`src/common/psrc_pkg.sv`:
```
// Shared constants and types for the loop status and reference oscillator trim block
package psrc_pkg;

  // Register offsets on the device register port
  localparam logic [7:0] PSRC_ADDR_CTRL   = 8'h91;
  localparam logic [7:0] PSRC_ADDR_STATUS = 8'h95;
  localparam logic [7:0] PSRC_ADDR_CAL    = 8'h98;

  // Field positions in the loop control register
  localparam int PSRC_MODE_MSB = 7;
  localparam int PSRC_MODE_LSB = 6;

  // Field positions in the status register
  localparam int PSRC_STAT_MCLK   = 0;
  localparam int PSRC_STAT_LOCK   = 3;
  localparam int PSRC_STAT_ACTIVE = 4;
  localparam int PSRC_STAT_TRACK  = 7;

  // Field positions in the oscillator calibration register
  localparam int PSRC_CAL_EN    = 7;
  localparam int PSRC_CAL_START = 6;
  localparam int PSRC_TRIM_MSB  = 4;
  localparam int PSRC_TRIM_W    = 5;

  // Values after reset
  localparam logic [7:0]             PSRC_STATUS_RST = 8'h00;
  localparam logic                   PSRC_CAL_EN_RST = 1'b0;
  localparam logic [PSRC_TRIM_W-1:0] PSRC_TRIM_RST   = 5'h00;
  localparam logic [7:0]             PSRC_RDATA_RST  = 8'h00;

  // Synchroniser depth and width for the single-bit analog inputs
  localparam int PSRC_SYNC_STAGES = 2;
  localparam int PSRC_SYNC_W      = 5;

  // Loop mode codes
  typedef enum logic [1:0] {
    PSRC_MODE_BYPASS = 2'h0,
    PSRC_MODE_NORMAL = 2'h1,
    PSRC_MODE_TRACK  = 2'h2,
    PSRC_MODE_RSVD   = 2'h3
  } psrc_mode_e;

  localparam psrc_mode_e PSRC_MODE_RST = PSRC_MODE_BYPASS;

  // Calibration handshake states, one-hot
  typedef enum logic [2:0] {
    PSRC_CAL_IDLE    = 3'h1,
    PSRC_CAL_RUN     = 3'h2,
    PSRC_CAL_RELEASE = 3'h4
  } psrc_cal_e;

  // Register port request
  typedef struct packed {
    logic       wrEn;
    logic       rdEn;
    logic [7:0] addr;
    logic [7:0] wrData;
  } psrc_regreq_s;

  // Inputs from the analog clock circuits
  typedef struct packed {
    logic                   mclkValid;
    logic                   pllLock;
    logic                   trackLock;
    logic                   standby;
    logic                   calAck;
    logic [PSRC_TRIM_W-1:0] calTrim;
  } psrc_ana_s;

endpackage

```
`src/psrc_top.sv`:
```
// Loop status reporting, mode control and reference oscillator trim calibration
// Summary of operation
// - Status bit 0 shows whether a valid master clock is detected.
// - Status bit 3 shows whether the loop has locked.
// - Status bit 4 shows whether loop or rate tracking is active.
// - Status bit 7 shows whether rate tracking has locked to word clock.
// - Status bits read 1 when active or valid, else 0; reset zero.
// - Calibration register bit 7 enables the calibration block; reset disabled.
// - The enable bit never gates the reference oscillator itself.
// - Oscillator runs when no valid master clock and not in standby.
// - Writing 1 to bit 6 with bit 7 also set starts a calibration when idle with the acknowledge low; writing 0 does nothing.
// - Trim result appears in read-only bits 4:0 after calibration; reset zero.
// - Mode field: 00 bypass, 01 normal, 10 rate tracking, 11 reserved.
`timescale 1ns/1ps

module psrc_top (
  input  wire logic                           clk_sys,
  input  wire logic                           rst,
  input  wire psrc_pkg::psrc_regreq_s         regReq,
  input  wire psrc_pkg::psrc_ana_s            ana,
  output logic [7:0]                          rdDataQ,
  output psrc_pkg::psrc_mode_e                loopModeQ,
  output logic                                refOscRunQ,
  output logic                                calReqQ
);
  import psrc_pkg::*;

  logic [PSRC_SYNC_W-1:0] syncIn;
  logic [PSRC_SYNC_W-1:0] sync1Q;
  logic [PSRC_SYNC_W-1:0] sync2Q;
  logic                   mclkS;
  logic                   lockS;
  logic                   trackS;
  logic                   standbyS;
  logic                   ackS;

  logic [7:0]             statusD;
  logic [7:0]             statusQ;
  psrc_mode_e             loopModeD;
  logic                   refOscRunD;
  logic                   calEnD;
  logic                   calEnQ;
  logic [PSRC_TRIM_W-1:0] trimD;
  logic [PSRC_TRIM_W-1:0] trimQ;
  psrc_cal_e              calStateD;
  psrc_cal_e              calStateQ;
  logic                   calReqD;
  logic [7:0]             rdDataD;
  logic                   wrCal;
  logic                   trigger;
  logic [1:0]             modeField;

  assign syncIn = {ana.mclkValid, ana.pllLock, ana.trackLock, ana.standby, ana.calAck};

  // Two-stage synchronisers; first stage feeds only the second
  for (genvar i = 0; i < PSRC_SYNC_W; i++) begin : gSync
    always_ff @(posedge clk_sys) begin
      if (rst) begin
        sync1Q[i] <= 1'b0;
        sync2Q[i] <= 1'b0;
      end else begin
        sync1Q[i] <= syncIn[i];
        sync2Q[i] <= sync1Q[i];
      end
    end
  end

  assign {mclkS, lockS, trackS, standbyS, ackS} = sync2Q;

  // Status word; lock bits are masked by mode so a stale analog flag
  // from a previous mode cannot show through
  always_comb begin
    statusD                   = PSRC_STATUS_RST;
    statusD[PSRC_STAT_MCLK]   = mclkS;
    statusD[PSRC_STAT_LOCK]   = lockS && (loopModeQ != PSRC_MODE_BYPASS);
    statusD[PSRC_STAT_ACTIVE] = !standbyS && mclkS &&
                                ((loopModeQ == PSRC_MODE_NORMAL) ||
                                 (loopModeQ == PSRC_MODE_TRACK));
    statusD[PSRC_STAT_TRACK]  = trackS && (loopModeQ == PSRC_MODE_TRACK);
    // Oscillator follows clock presence and standby, enable bit plays no part
    refOscRunD = !mclkS && !standbyS;
  end

  // Register writes to control fields
  assign wrCal   = regReq.wrEn && (regReq.addr == PSRC_ADDR_CAL);
  assign trigger = wrCal && regReq.wrData[PSRC_CAL_START] && regReq.wrData[PSRC_CAL_EN];
  // Mode field of a write, kept apart so the checks can look back at it
  assign modeField = regReq.wrData[PSRC_MODE_MSB:PSRC_MODE_LSB];

  always_comb begin
    loopModeD = loopModeQ;
    calEnD    = calEnQ;
    if (regReq.wrEn && (regReq.addr == PSRC_ADDR_CTRL)) begin
      // Reserved code is refused so the loop never sees an undefined mode
      if (regReq.wrData[PSRC_MODE_MSB:PSRC_MODE_LSB] != PSRC_MODE_RSVD) begin
        loopModeD = psrc_mode_e'(regReq.wrData[PSRC_MODE_MSB:PSRC_MODE_LSB]);
      end
    end
    if (wrCal) begin
      calEnD = regReq.wrData[PSRC_CAL_EN];
    end
  end

  // Calibration handshake: request held until the analog side acknowledges or enable is cleared,
  // then released and the acknowledge must fall before a new run
  always_comb begin
    calStateD = calStateQ;
    calReqD   = calReqQ;
    trimD     = trimQ;
    case (calStateQ)
      PSRC_CAL_IDLE: begin
        if (trigger && !ackS) begin
          calStateD = PSRC_CAL_RUN;
          calReqD   = 1'b1;
        end
      end
      PSRC_CAL_RUN: begin
        if (!calEnD) begin
          calStateD = PSRC_CAL_RELEASE; // Disable aborts, trim kept
          calReqD   = 1'b0;
        end else if (ackS) begin
          trimD     = ana.calTrim;
          calStateD = PSRC_CAL_RELEASE;
          calReqD   = 1'b0;
        end
      end
      PSRC_CAL_RELEASE: begin
        if (!ackS) begin
          calStateD = PSRC_CAL_IDLE;
        end
      end
      default: begin
        calStateD = PSRC_CAL_IDLE;
        calReqD   = 1'b0;
      end
    endcase
  end

  // Read mux; bit 6 reads back as busy, bit 5 reserved
  always_comb begin
    rdDataD = rdDataQ;
    if (regReq.rdEn) begin
      case (regReq.addr)
        PSRC_ADDR_CTRL:   rdDataD = {loopModeQ, 6'h00};
        PSRC_ADDR_STATUS: rdDataD = statusQ;
        PSRC_ADDR_CAL:    rdDataD = {calEnQ, calStateQ != PSRC_CAL_IDLE, 1'b0, trimQ};
        default:          rdDataD = PSRC_RDATA_RST;
      endcase
    end
  end

  // State registers
  always_ff @(posedge clk_sys) begin
    if (rst) begin
      statusQ    <= PSRC_STATUS_RST;
      loopModeQ  <= PSRC_MODE_RST;
      refOscRunQ <= 1'b0;
      calEnQ     <= PSRC_CAL_EN_RST;
      trimQ      <= PSRC_TRIM_RST;
      calStateQ  <= PSRC_CAL_IDLE;
      calReqQ    <= 1'b0;
      rdDataQ    <= PSRC_RDATA_RST;
    end else begin
      statusQ    <= statusD;
      loopModeQ  <= loopModeD;
      refOscRunQ <= refOscRunD;
      calEnQ     <= calEnD;
      trimQ      <= trimD;
      calStateQ  <= calStateD;
      calReqQ    <= calReqD;
      rdDataQ    <= rdDataD;
    end
  end
endmodule
```
`config.mk`:
```
export PLATFORM = sky130hd
export DESIGN_NAME = psrc_top
export DESIGN_NICKNAME = d
export VERILOG_FILES = /design/src/common/psrc_pkg.sv /design/src/psrc_top.sv
export SDC_FILE = /design/constraint.sdc
export NUM_CORES = 1
export LEC_CHECK = 0
export BUFFER_PORTS_ARGS = -buffer_cell sky130_fd_sc_hd__buf_2
export CAP_MARGIN = 30
export CORE_MARGIN = 2
export CORE_UTILIZATION = 35
export CTS_CLUSTER_DIAMETER = 80
export DETAILED_ROUTE_END_ITERATION = 6
export REMOVE_ABC_BUFFERS = 1
export SLEW_MARGIN = 10
export SYNTH_ARGS = -nofsm -noshare
export SYNTH_HDL_FRONTEND = slang
export SYNTH_SLANG_ARGS = --single-unit
```
`constraint.sdc`:
```
create_clock -name clk_sys -period 2.1 [get_ports clk_sys]
set_input_delay 0.42 -clock clk_sys [delete_from_list [all_inputs] [get_ports clk_sys]]
set_output_delay 0.42 -clock clk_sys [all_outputs]
set_load 0.005 [all_outputs]
```
==> results of run 1 <==
logic make-up (layout without fill, tap and decap cells):
kind of cell    after synthesis  count (layout)
buf+inv                      11              46
compound gates               20              20
simple gates                 70              70
other cells                   1               1
xor+xnor                      1               1
fa+ha+maj                     2               2
flops                        34              34
mux                           9               9
power by group:
part	internal (W)	leakage (nW)	switching, W	total (W)
registers	0.000655	0.276	0.00000372	0.000659
clock network	0.000475	0.0683	0.000240	0.000715
logic	0.0000303	0.406	0.0000368	0.0000671
total	0.00116	0.751	0.000280	0.00144
metal layers:
layer  track usage, %  routed length (um)  up-vias  share of wire [%]
met5                0                   0        -                  0
met4             7.50                  59        0                2.1
met3             5.26                 155        5                5.6
met2             23.7                1360       27                 49
met1             14.4                1170      520                 43
li1                 -                   -      573                  -
how the worst min path moves through the flow:
| stage | start | end | slack (ns) | cells past startpoint |
|---|---|---|---|---|
| floorplan | standbyS | refOscRunQ | 0.40 | 1 |
| global placement | standbyS | statusQ[4] | 0.41 | 1 |
| detailed placement | trackS | statusQ[7] | 0.41 | 2 |
| CTS | ana[9] | sync1Q[4] | 0.33 | 2 |
| global route | ana[6] | sync1Q[1] | 0.34 | 2 |
| finish | ana[9] | sync1Q[4] | 0.34 | 2 |
cell usage after synthesis (2+ instances only):
| library cell | number | area, um^2 |
|---|---|---|
| dfxtp_1 | 34 | 681 |
| nor2b_1 | 18 | 113 |
| nor2_1 | 17 | 63.8 |
| a21oi_1 | 9 | 45.0 |
| mux2i_1 | 7 | 70.1 |
| nand2_1 | 7 | 26.3 |
| nand3_1 | 5 | 25.0 |
| nor3_1 | 5 | 25.0 |
| clkbuf_1 | 4 | 15.0 |
| nand2b_1 | 4 | 25.0 |
| a32o_1 | 3 | 30.0 |
| inv_1 | 3 | 11.3 |
| nand3b_1 | 3 | 22.5 |
| o21ai_0 | 3 | 15.0 |
| a31oi_1 | 2 | 12.5 |
| ha_1 | 2 | 25.0 |
| mux2_4 | 2 | 30.0 |
| nor3_2 | 2 | 20.0 |
| nor3b_1 | 2 | 15.0 |
| nor4_1 | 2 | 12.5 |
area by class of cell:
class | instances | area [um^2] | area share (%)
clock inverters | 3 | 68.8 | 3.90
repair buffers | 35 | 178 | 10.1
inverters | 3 | 11.3 | 0.638
flip-flops and latches | 34 | 681 | 38.6
clock buffers | 5 | 68.8 | 3.90
well taps | 50 | 62.6 | 3.55
multi-input cells | 103 | 694 | 39.4
state kept, by name (all words and copies together), names as in the netlist:
name,count
standbyS,1
loopModeQ,2
statusQ,4
refOscRunQ,1
sync1Q,5
trimQ,5
rdDataQ,7
ackS,1
calEnQ,1
mclkS,1
calStateQ,3
calReqQ,1
lockS,1
trackS,1
metrics by stage:
stage                     setup WS [ns]  power [W]
final                             0.404    0.00144
after global routing              0.273    0.00150
after CTS                         0.395    0.00146
after detailed placement          0.201   0.000742
after global placement            0.242   0.000739
after floorplan                   0.481   0.000693
critical path, stage by stage (launching register included):
cell	delay, ns
dfxtp_1	0.46
nor3b_1	0.43
nand3_1	0.13
mux2_4	0.33
mux2i_1	0.15
nor2_1	0.05
==> tab_implementation.tex, run 1 <==
\begin{tabular}{lr}
\hline
Metric & Value \\
\hline
\multicolumn{2}{l}{\textbf{Placed design}} \\
Number of cells after detailed placement & 225 \\
Count of port buffers added during placement & 34 \\
Last weighted congestion value of the routability-driven placer & 0.790 \\
HPWL after detailed placement & 2040 um \\
Placed Area & 1630 um\^{}2 \\
\multicolumn{2}{l}{\textbf{Synth}} \\
Main combinational cell family by area after synthesis & simple AND/OR/NAND/NOR gates \\
XOR/XNOR Fraction of Synth Area & 0.612\% \\
Area of the mapped netlist & 1430 um\^{}2 \\
Complex-gate fraction of the synthesized area & 9.19\% \\
Share of synthesized area occupied by flip-flops and latches & 47.6\% \\
Multiplexer share of the synthesized area & 7.00\% \\
Gate count of the mapped netlist & 148 \\
Distinct cell type count after synthesis & 34 \\
Avg Cell Area, Syn & 9.66 um\^{}2 \\
Post-synthesis register bit count & 34 \\
YS warnings & 0 \\
Post-synthesis share of cell area spent on full adders, half adders and majority gates & 1.75\% \\
Post-synthesis share of cell area spent on and, or, nand and nor gates & 29.7\% \\
Count of flip-flops with a built-in enable after synthesis & 0 \\
Share of flip-flops with an asynchronous set or reset & 0\% \\
Most common flop cell mapped by yosys & dfxtp\_1 \\
\multicolumn{2}{l}{\textbf{Detailed routing}} \\
Number of vias after detailed routing & 1,125 \\
DRT antenna net count & 0 \\
Post-detailed-route via-to-cell ratio & 4.83 \\
Avg WL per Cell & 11.8 um \\
Final WL & 2750 um \\
Post-route DRC & 0 \\
Detailed-router iteration count before antenna repair & 5 \\
Violation count after the first detailed-routing iteration & 33 \\
\multicolumn{2}{l}{\textbf{Worst hold path}} \\
Kind of path behind the tightest hold check & primary input to register \\
\multicolumn{2}{l}{\textbf{Critical path}} \\
Worst reg-to-reg path cell count & 5 \\
Launch point of the worst reg-to-reg path & calStateQ[1] \\
CP Data Required Time & 2.25 ns \\
Path type of the worst setup path & register to register \\
Worst Setup EP & trimQ[1] \\
Arrival time at the worst endpoint & 1.85 ns \\
Critical Path End Type & register \\
Capture instance of the worst register-to-register path & trimQ[1] \\
Worst-case register-to-register setup slack & 0.40 ns \\
Largest fanout on the critical path & 9 \\
Launching element of the worst setup path & calStateQ[1] \\
Kind of start point of the critical path & register \\
\multicolumn{2}{l}{\textbf{Timing}} \\
Tmin final & 1.70 ns \\
Tightest slew margin relative to the limit & 59.9\% \\
Final-layout setup total negative slack & 0 ns \\
Tightest Pin Transition & 0.601 ns \\
RSZ-0062 raised after global routing & false \\
Number of hold-slack violations in the final timing report & 0 \\
Portion of the clock cycle consumed by the worst path in the final layout & 80.8\% \\
Worst Clk Skew & 0.00557 ns \\
Number of max-slew violations in the final report & 0 \\
Fmax & 589 MHz \\
Final setup vio count & 0 \\
Post-Route Hold Slack & 0.339 ns \\
\multicolumn{2}{l}{\textbf{Clock network}} \\
Maximum clock insertion buffer count & 2 \\
Clock Root Buffer & clkbuf\_8 \\
H-tree levels & 2 \\
Clk sinks & 34 \\
Resized Gates After CTS & 0 \\
Setup repair bufs after CTS & 0 \\
Quantity of hold-fixing buffers added after cts & 0 \\
Number of buffers created by CTS & 5 \\
Clock tree from TritonCTS & done \\
Later-pin clock latency in the skew report & 0.28 ns \\
Worst-path clk slew & 0.07 ns \\
\multicolumn{2}{l}{\textbf{Pwr}} \\
Power per unit of standard cell area & 817 nW/um\^{}2 \\
Leakage dissipation & 0.751 nW \\
Worst VDD drop & 0.000527 V \\
\multicolumn{2}{l}{\textbf{Global route}} \\
Pin count of the biggest net entering global routing & 35 \\
Antenna violations before repair & 0 \\
Global router's overall resource usage & 13.8\% \\
Wire length of the first global-routing pass & 4590 um \\
Number of global-route vias before repair & 1,042 \\
Leftover overflow at the end of global routing & 0 \\
\multicolumn{2}{l}{\textbf{Layout}} \\
Area growth from synthesis to layout & 23.4\% \\
Fraction of final layout cells sized beyond drive strength 1 & 27.9\% \\
Ant. Diodes & 0 \\
Net count of the finished layout & 214 \\
Fin area & 1760 um\^{}2 \\
Top library cells by usage in the layout, fill and taps aside & dfxtp\_1, buf\_2, nor2b\_1 \\
Number of fill cells in the layout & 393 \\
Post-Layout Cell Count & 233 \\
Final core utilization & 44.4\% \\
\multicolumn{2}{l}{\textbf{Outcome}} \\
Outcome & complete, no violations \\
\multicolumn{2}{l}{\textbf{Die}} \\
Top Ports & 42 \\
Die ar. & 4610 um\^{}2 \\
Count of standard-cell rows & 23 \\
Height of the chip & 67.9 um \\
Core box area & 3970 um\^{}2 \\
Starting Density & 36.0\% \\
Die width & 67.9 um \\
\multicolumn{2}{l}{\textbf{Job}} \\
Number of max-cap violations & 0 \\
\hline
\end{tabular}
Note: power is estimated with default switching activity, not from simulation.
==> inputs of run 2 (changes only) <==
--- a/config.mk
+++ b/config.mk
@@ -5,6 +5,7 @@
 export SDC_FILE = /design/constraint.sdc
 export NUM_CORES = 1
 export LEC_CHECK = 0
+export ABC_AREA = 1
 export BUFFER_PORTS_ARGS = -buffer_cell sky130_fd_sc_hd__buf_2
 export CAP_MARGIN = 30
 export CORE_MARGIN = 2
==> constraint.sdc (replaced) <==
create_clock -name clk_sys -period 1.7 [get_ports clk_sys]
set_input_delay 0.34 -clock clk_sys [delete_from_list [all_inputs] [get_ports clk_sys]]
set_output_delay 0.34 -clock clk_sys [all_outputs]
set_load 0.005 [all_outputs]
==> run 2 against run 1 <==
Compared with the run above: synthesized cell count grew 35%; register-to-register slack lost 0.06 ns; largest power group is now registers; combinational power grew to 3.6 times the previous value; cell count grew 24%; utilization shrank 0.069 points; flip-flop and latch count is the same; power grew 25%.
==> tab_implementation.tex, run 2 <==
\begin{tabular}{lr}
\hline
Metric & Value \\
\hline
\multicolumn{2}{l}{\textbf{Outcome}} \\
Outcome & complete, no violations \\
\multicolumn{2}{l}{\textbf{Die}} \\
Height of the chip & 68.3 um \\
Die ar. & 4660 um\^{}2 \\
Starting Density & 36.2\% \\
Count of standard-cell rows & 23 \\
Die width & 68.3 um \\
Top Ports & 42 \\
Core box area & 4000 um\^{}2 \\
\multicolumn{2}{l}{\textbf{Layout}} \\
Fin area & 1770 um\^{}2 \\
Fraction of final layout cells sized beyond drive strength 1 & 21.3\% \\
Registers with the highest flip-flop counts & rdDataQ x7, sync1Q x5, trimQ x5 \\
Largest Register & rdDataQ \\
Max reg flops & 7 \\
Post-Layout Cell Count & 289 \\
Net count of the finished layout & 270 \\
Top library cells by usage in the layout, fill and taps aside & inv\_1, nand2\_1, dfxtp\_1, buf\_2, nor2\_1 \\
Area growth from synthesis to layout & 22.7\% \\
Commonest non-fill, non-tap cell in the layout & inv\_1 \\
Ant. Diodes & 0 \\
\multicolumn{2}{l}{\textbf{Critical path}} \\
CP dominant cell by count & nor2\_1 \\
Worst-path cell chain & inv\_1, nand3\_1, nor2\_1, nand3b\_1, nand2\_1, nor2\_1 \\
Path type of the worst setup path & register to register \\
CP Data Required Time & 1.88 ns \\
Kind of start point of the critical path & register \\
Maximum cell stage delay along the critical path & 0.40 ns \\
Arrival time at the worst endpoint & 1.53 ns \\
Largest fanout on the critical path & 6 \\
Launch point of the worst reg-to-reg path & calStateQ[2] \\
Launching element of the worst setup path & calStateQ[2] \\
Cell with the largest stage delay on the worst path & nor2\_1 \\
Critical Path End Type & register \\
\multicolumn{2}{l}{\textbf{Synth}} \\
Share of flip-flops with an asynchronous set or reset & 0\% \\
Area share of the largest cell type after synthesis & 47.1\% \\
YS warnings & 0 \\
Most common flop cell mapped by yosys & dfxtp\_1 \\
Distinct cell type count after synthesis & 25 \\
Avg Cell Area, Syn & 7.23 um\^{}2 \\
Cell with the most instances after synthesis & inv\_1 \\
Count of flip-flops with a built-in enable after synthesis & 0 \\
Gate count of the mapped netlist & 200 \\
Share of synthesized area occupied by flip-flops and latches & 47.1\% \\
Area of the mapped netlist & 1450 um\^{}2 \\
Synth cell count leaders & inv\_1, nand2\_1, dfxtp\_1 \\
Post-synthesis register bit count & 34 \\
Leading area contributor after synthesis & dfxtp\_1 \\
Top post-synthesis cells by area & dfxtp\_1, inv\_1, nand2\_1 \\
\multicolumn{2}{l}{\textbf{Clock network}} \\
Clock tree from TritonCTS & done \\
Worst-path clk slew & 0.06 ns \\
Maximum clock insertion buffer count & 2 \\
Quantity of hold-fixing buffers added after cts & 0 \\
Clk sinks & 34 \\
Resized Gates After CTS & 0 \\
Clock Root Buffer & clkbuf\_8 \\
Setup repair bufs after CTS & 0 \\
Later-pin clock latency in the skew report & 0.28 ns \\
Number of buffers created by CTS & 5 \\
H-tree levels & 2 \\
\multicolumn{2}{l}{\textbf{Global route}} \\
Global router's overall resource usage & 12.6\% \\
Pin count of the biggest net entering global routing & 21 \\
Number of global-route vias before repair & 1,016 \\
Wire length of the first global-routing pass & 4190 um \\
Antenna violations before repair & 0 \\
Leftover overflow at the end of global routing & 0 \\
\multicolumn{2}{l}{\textbf{Pwr}} \\
Internal Power & 0.00138 W \\
Fraction of power consumed by the clock network & 38.9\% \\
Power per unit of standard cell area & 1020 nW/um\^{}2 \\
Relative contribution of combinational cells to total power & 13.3\% \\
Switching share of total power & 23.3\% \\
Leakage dissipation & 0.854 nW \\
Fraction of power consumed by sequential logic & 47.8\% \\
Worst VDD drop & 0.000458 V \\
Switch Pwr & 0.000419 W \\
\multicolumn{2}{l}{\textbf{Detailed routing}} \\
Detailed-router iteration count before antenna repair & 4 \\
Met2 layer wire length in the routed design & 1190 um \\
DRT antenna net count & 0 \\
Post-route DRC & 0 \\
Number of vias after detailed routing & 1,209 \\
Wire length on met3 & 137 um \\
Highest layer used for signal routing & met4 \\
Violation count after the first detailed-routing iteration & 41 \\
Final WL & 2610 um \\
Post-detailed-route via-to-cell ratio & 4.18 \\
Met1 WL & 1250 um \\
Avg WL per Cell & 9.03 um \\
\multicolumn{2}{l}{\textbf{Worst hold path}} \\
Hold Path Origin & ana[8] \\
Kind of path behind the tightest hold check & primary input to register \\
\multicolumn{2}{l}{\textbf{Placed design}} \\
Placed Area & 1670 um\^{}2 \\
Number of cells after detailed placement & 281 \\
HPWL after detailed placement & 2020 um \\
Last weighted congestion value of the routability-driven placer & 0.719 \\
Count of port buffers added during placement & 34 \\
\multicolumn{2}{l}{\textbf{Timing}} \\
RSZ-0062 raised after global routing & false \\
Post-Route Hold Slack & 0.260 ns \\
Final-layout setup total negative slack & 0 ns \\
Fmax & 740 MHz \\
Portion of the clock cycle consumed by the worst path in the final layout & 79.5\% \\
Number of max-slew violations in the final report & 0 \\
Worst Clk Skew & 0.00292 ns \\
Tmin final & 1.35 ns \\
Final setup vio count & 0 \\
Number of hold-slack violations in the final timing report & 0 \\
\multicolumn{2}{l}{\textbf{Job}} \\
Number of max-cap violations & 0 \\
\hline
\end{tabular}
-- run 2: changes by cell type in the layout (fill, tap and decap cells not counted), sizes merged, moves of 7 or more --
| cell | before | now |
|---|---|---|
| nor2 | 17 | 30 |
| inv | 3 | 38 |
| nand3 | 5 | 13 |
| nand2 | 7 | 40 |
| nor2b | 18 | 0 |
| mux2i | 7 | 0 |
-- run 2: path summary, 6_finish.rpt --
path	to	slack (ns)	depth (start not counted)
setup / recovery	trimQ[0]	0.35	6
hold / removal	sync1Q[3]	0.26	3
setup reg to reg	trimQ[0]	0.35	6
hold reg to reg	trackS	0.40	2
-- run 2: power groups by stage --
stage / sequential (W) / combinational [W] / clock (W)
floorplan: 0.000875 / 0.000141 / 0
global placement: 0.000877 / 0.000238 / 0
detailed placement: 0.000879 / 0.000242 / 0
CTS: 0.000861 / 0.000242 / 0.000723
global route: 0.000864 / 0.000274 / 0.000774
finish: 0.000861 / 0.000240 / 0.000701
-- run 2: kinds of logic after synthesis --
| kind of cell | after synthesis | share of synthesized area, % |
|---|---|---|
| buffers and inverters | 44 | 12.2 |
| AND/OR/NAND/NOR | 97 | 30.8 |
| other | 1 | 0.259 |
| adder cells (fa/ha/maj) | 2 | 1.73 |
| flip-flops | 34 | 47.1 |
| AO/OA/AOI/OAI | 22 | 7.96 |
-- run 2: layout make-up --
type | instances | area (um^2)
fill | 440 | 2230
clock inverter | 1 | 30.0
timing repair buffer | 37 | 193
inverter | 38 | 143
multi-input combinational | 122 | 589
clock buffer | 7 | 76.3
sequential | 34 | 681
tap | 50 | 62.6
-- run 2: critical path: cells and delay by family, from the launching register on --
kind                   cells  cell delay (ns)
AND/OR/NAND/NOR            5             0.83
buffers and inverters      1             0.09
flip-flops                 1             0.33
-- run 2: per-layer routing --
metal,GRT usage (%),vias to the layer above
met3,4.77,2
li1,-,686
met2,20.5,21
met1,14.1,500
met4,6.75,0
met5,0,-
-- run 2: stage by stage --
stage                     utilization [%]  setup WS, ns  total power, W
after floorplan                         -         0.376         0.00102
after global placement               41.7         0.150         0.00112
after detailed placement             41.7         0.142         0.00112
after CTS                            44.4         0.347         0.00183
after global routing                 44.4         0.129         0.00191
final                                44.4         0.348         0.00180
==> inputs of run 3 (changes only) <==
==> constraint.sdc (replaced) <==
create_clock -name clk_sys -period 1.2 [get_ports clk_sys]
set_input_delay 0.24 -clock clk_sys [delete_from_list [all_inputs] [get_ports clk_sys]]
set_output_delay 0.24 -clock clk_sys [all_outputs]
set_load 0.005 [all_outputs]
==> run 3 against run 2 <==
Compared with the run above: worst hold slack lost 0.11 ns; sequential share of layout area shrank 3.3 points; largest power group unchanged; register-to-register slack lost 0.30 ns; cell count grew 3.1%; combinational power grew 140%; via count grew 5.6%; critical path depth grew 1; worst setup slack lost 0.30 ns; highest routed layer unchanged; utilization grew 4.5 points.
==> tab_implementation.tex, run 3 (synthesized netlist as in run 2, its figures left out) <==
\begin{tabular}{lr}
\hline
Metric & Value \\
\hline
\multicolumn{2}{l}{\textbf{Global route}} \\
Number of global-route vias before repair & 1,029 \\
Leftover overflow at the end of global routing & 0 \\
Wire length of the first global-routing pass & 4370 um \\
Global router's overall resource usage & 13.2\% \\
Antenna violations before repair & 0 \\
Pin count of the biggest net entering global routing & 21 \\
\multicolumn{2}{l}{\textbf{Layout}} \\
Registers with the highest flip-flop counts & rdDataQ x7, sync1Q x5, trimQ x5 \\
Number of fill cells in the layout & 391 \\
Net count of the finished layout & 279 \\
Area growth from synthesis to layout & 35.1\% \\
Area taken by flip-flops and latches & 684 um\^{}2 \\
Commonest non-fill, non-tap cell in the layout & nand2\_1 \\
Largest Register & rdDataQ \\
Area of combinational cells with multiple inputs & 706 um\^{}2 \\
Final core utilization & 48.9\% \\
Ant. Diodes & 0 \\
Fin area & 1950 um\^{}2 \\
Max reg flops & 7 \\
Fraction of final layout cells sized beyond drive strength 1 & 34.7\% \\
Top library cells by usage in the layout, fill and taps aside & nand2\_1, inv\_1, buf\_2 \\
\multicolumn{2}{l}{\textbf{Timing}} \\
Tmin final & 1.15 ns \\
Final-layout setup total negative slack & 0 ns \\
Portion of the clock cycle consumed by the worst path in the final layout & 95.9\% \\
Final setup vio count & 0 \\
Number of max-slew violations in the final report & 0 \\
Worst Clk Skew & 0.00410 ns \\
Post-layout worst setup margin & 0.0494 ns \\
RSZ-0062 raised after global routing & true \\
Fmax & 869 MHz \\
Number of hold-slack violations in the final timing report & 0 \\
\multicolumn{2}{l}{\textbf{Critical path}} \\
CP Data Required Time & 1.37 ns \\
Largest fanout on the critical path & 3 \\
Arrival time at the worst endpoint & 1.32 ns \\
Path type of the worst setup path & register to register \\
Critical Path End Type & register \\
Kind of start point of the critical path & register \\
\multicolumn{2}{l}{\textbf{Clock network}} \\
Clock tree from TritonCTS & done \\
Quantity of hold-fixing buffers added after cts & 0 \\
Clock Root Buffer & clkbuf\_8 \\
H-tree levels & 2 \\
Maximum clock insertion buffer count & 2 \\
Later-pin clock latency in the skew report & 0.29 ns \\
Worst-path clk slew & 0.07 ns \\
Number of buffers created by CTS & 5 \\
Clk sinks & 34 \\
\multicolumn{2}{l}{\textbf{Detailed routing}} \\
Violation count after the first detailed-routing iteration & 21 \\
Number of vias after detailed routing & 1,277 \\
Post-detailed-route via-to-cell ratio & 4.29 \\
Detailed-router iteration count before antenna repair & 4 \\
DRT antenna net count & 0 \\
Avg WL per Cell & 9.88 um \\
Final WL & 2940 um \\
Post-route DRC & 0 \\
\multicolumn{2}{l}{\textbf{Die}} \\
Die ar. & 4660 um\^{}2 \\
Count of standard-cell rows & 23 \\
Height of the chip & 68.3 um \\
Core box area & 4000 um\^{}2 \\
Starting Density & 36.2\% \\
Top Ports & 42 \\
Die width & 68.3 um \\
\multicolumn{2}{l}{\textbf{Placed design}} \\
Last weighted congestion value of the routability-driven placer & 0.769 \\
HPWL after detailed placement & 2060 um \\
Placed Area & 1730 um\^{}2 \\
Count of port buffers added during placement & 34 \\
Worst setup slack before clock tree synthesis & -0.251 ns \\
\multicolumn{2}{l}{\textbf{Pwr}} \\
Fraction of power consumed by sequential logic & 46.4\% \\
Internal Power & 0.00193 W \\
Leakage dissipation & 0.903 nW \\
Worst VDD drop & 0.000604 V \\
Switch Pwr & 0.000728 W \\
Fraction of power consumed by the clock network & 32.3\% \\
Switching share of total power & 27.4\% \\
Relative contribution of combinational cells to total power & 21.3\% \\
Power per unit of standard cell area & 1360 nW/um\^{}2 \\
\multicolumn{2}{l}{\textbf{Outcome}} \\
Outcome & complete, no violations \\
\multicolumn{2}{l}{\textbf{Worst hold path}} \\
Kind of path behind the tightest hold check & primary input to register \\
\multicolumn{2}{l}{\textbf{Job}} \\
Number of max-cap violations & 0 \\
\hline
\end{tabular}
-- run 3: cell count changes in the layout (fill, tap and decap cells not counted), sizes merged --
| cell | delta |
|---|---|
| bufinv | -1 |
| clkinv | +1 |
| buf | +9 |
-- run 3: worst max-delay path: stages, from the launching register on --
cell and delay [ns]:
dfxtp_2 0.33, inv_2 0.06, nor3_4 0.22, buf_6 0.15
buf_4 0.11, o21ai_1 0.06, nand2_1 0.06, a21oi_1 0.05
-- run 3: layout make-up --
class	count	share of cell area [%]
Timing Repair Buffer	46	13.7
Multi-Input combinational cell	122	36.1
Tap cell	50	3.20
Clock inverter	1	0.256
Inverter	38	7.30
Sequential cell	34	35.0
Clock buffer	7	4.42
-- run 3: routing by layer --
| layer | up-vias | GRT usage, % | share of wire, % |
|---|---|---|---|
| li1 | 705 | - | - |
| met4 | 0 | 8.25 | 2.4 |
| met3 | 7 | 4.77 | 5.5 |
| met5 | - | 0 | 0 |
| met2 | 30 | 20.3 | 48 |
| met1 | 535 | 15.5 | 44 |
-- run 3: path summary, 6_finish.rpt --
check / start / endpoint / slack, ns / depth (start not counted)
setup reg to reg: calStateQ[0] / rdDataQ[6] / 0.05 / 7
hold / removal: ana[6] / sync1Q[1] / 0.15 / 3
setup / recovery: calStateQ[0] / rdDataQ[6] / 0.05 / 7
hold reg to reg: sync1Q[3] / lockS / 0.40 / 2
-- run 3: repair_timing --
action / 4_1_cts / 5_1_grt
gates resized for setup: 2 / 33
endpoints found under the setup margin: 3 / 11
pin swaps: 0 / 6
setup buffers: 0 / 1
-- run 3: power groups by stage --
stage / clock network (W) / registers (W) / logic [W]
after floorplan: 0 / 0.00124 / 0.000199
after global placement: 0 / 0.00124 / 0.000388
after detailed placement: 0 / 0.00124 / 0.000393
after CTS: 0.000892 / 0.00122 / 0.000399
after global routing: 0.000935 / 0.00124 / 0.000629
final: 0.000860 / 0.00123 / 0.000566
-- run 3: through the flow --
stage	cells	hold slack (ns)	power [W]
floorplan	194	0.309	0.00144
global placement	289	0.389	0.00163
detailed placement	289	0.392	0.00163
CTS	297	0.143	0.00251
global route	298	0.153	0.00280
finish	298	0.152	0.00266
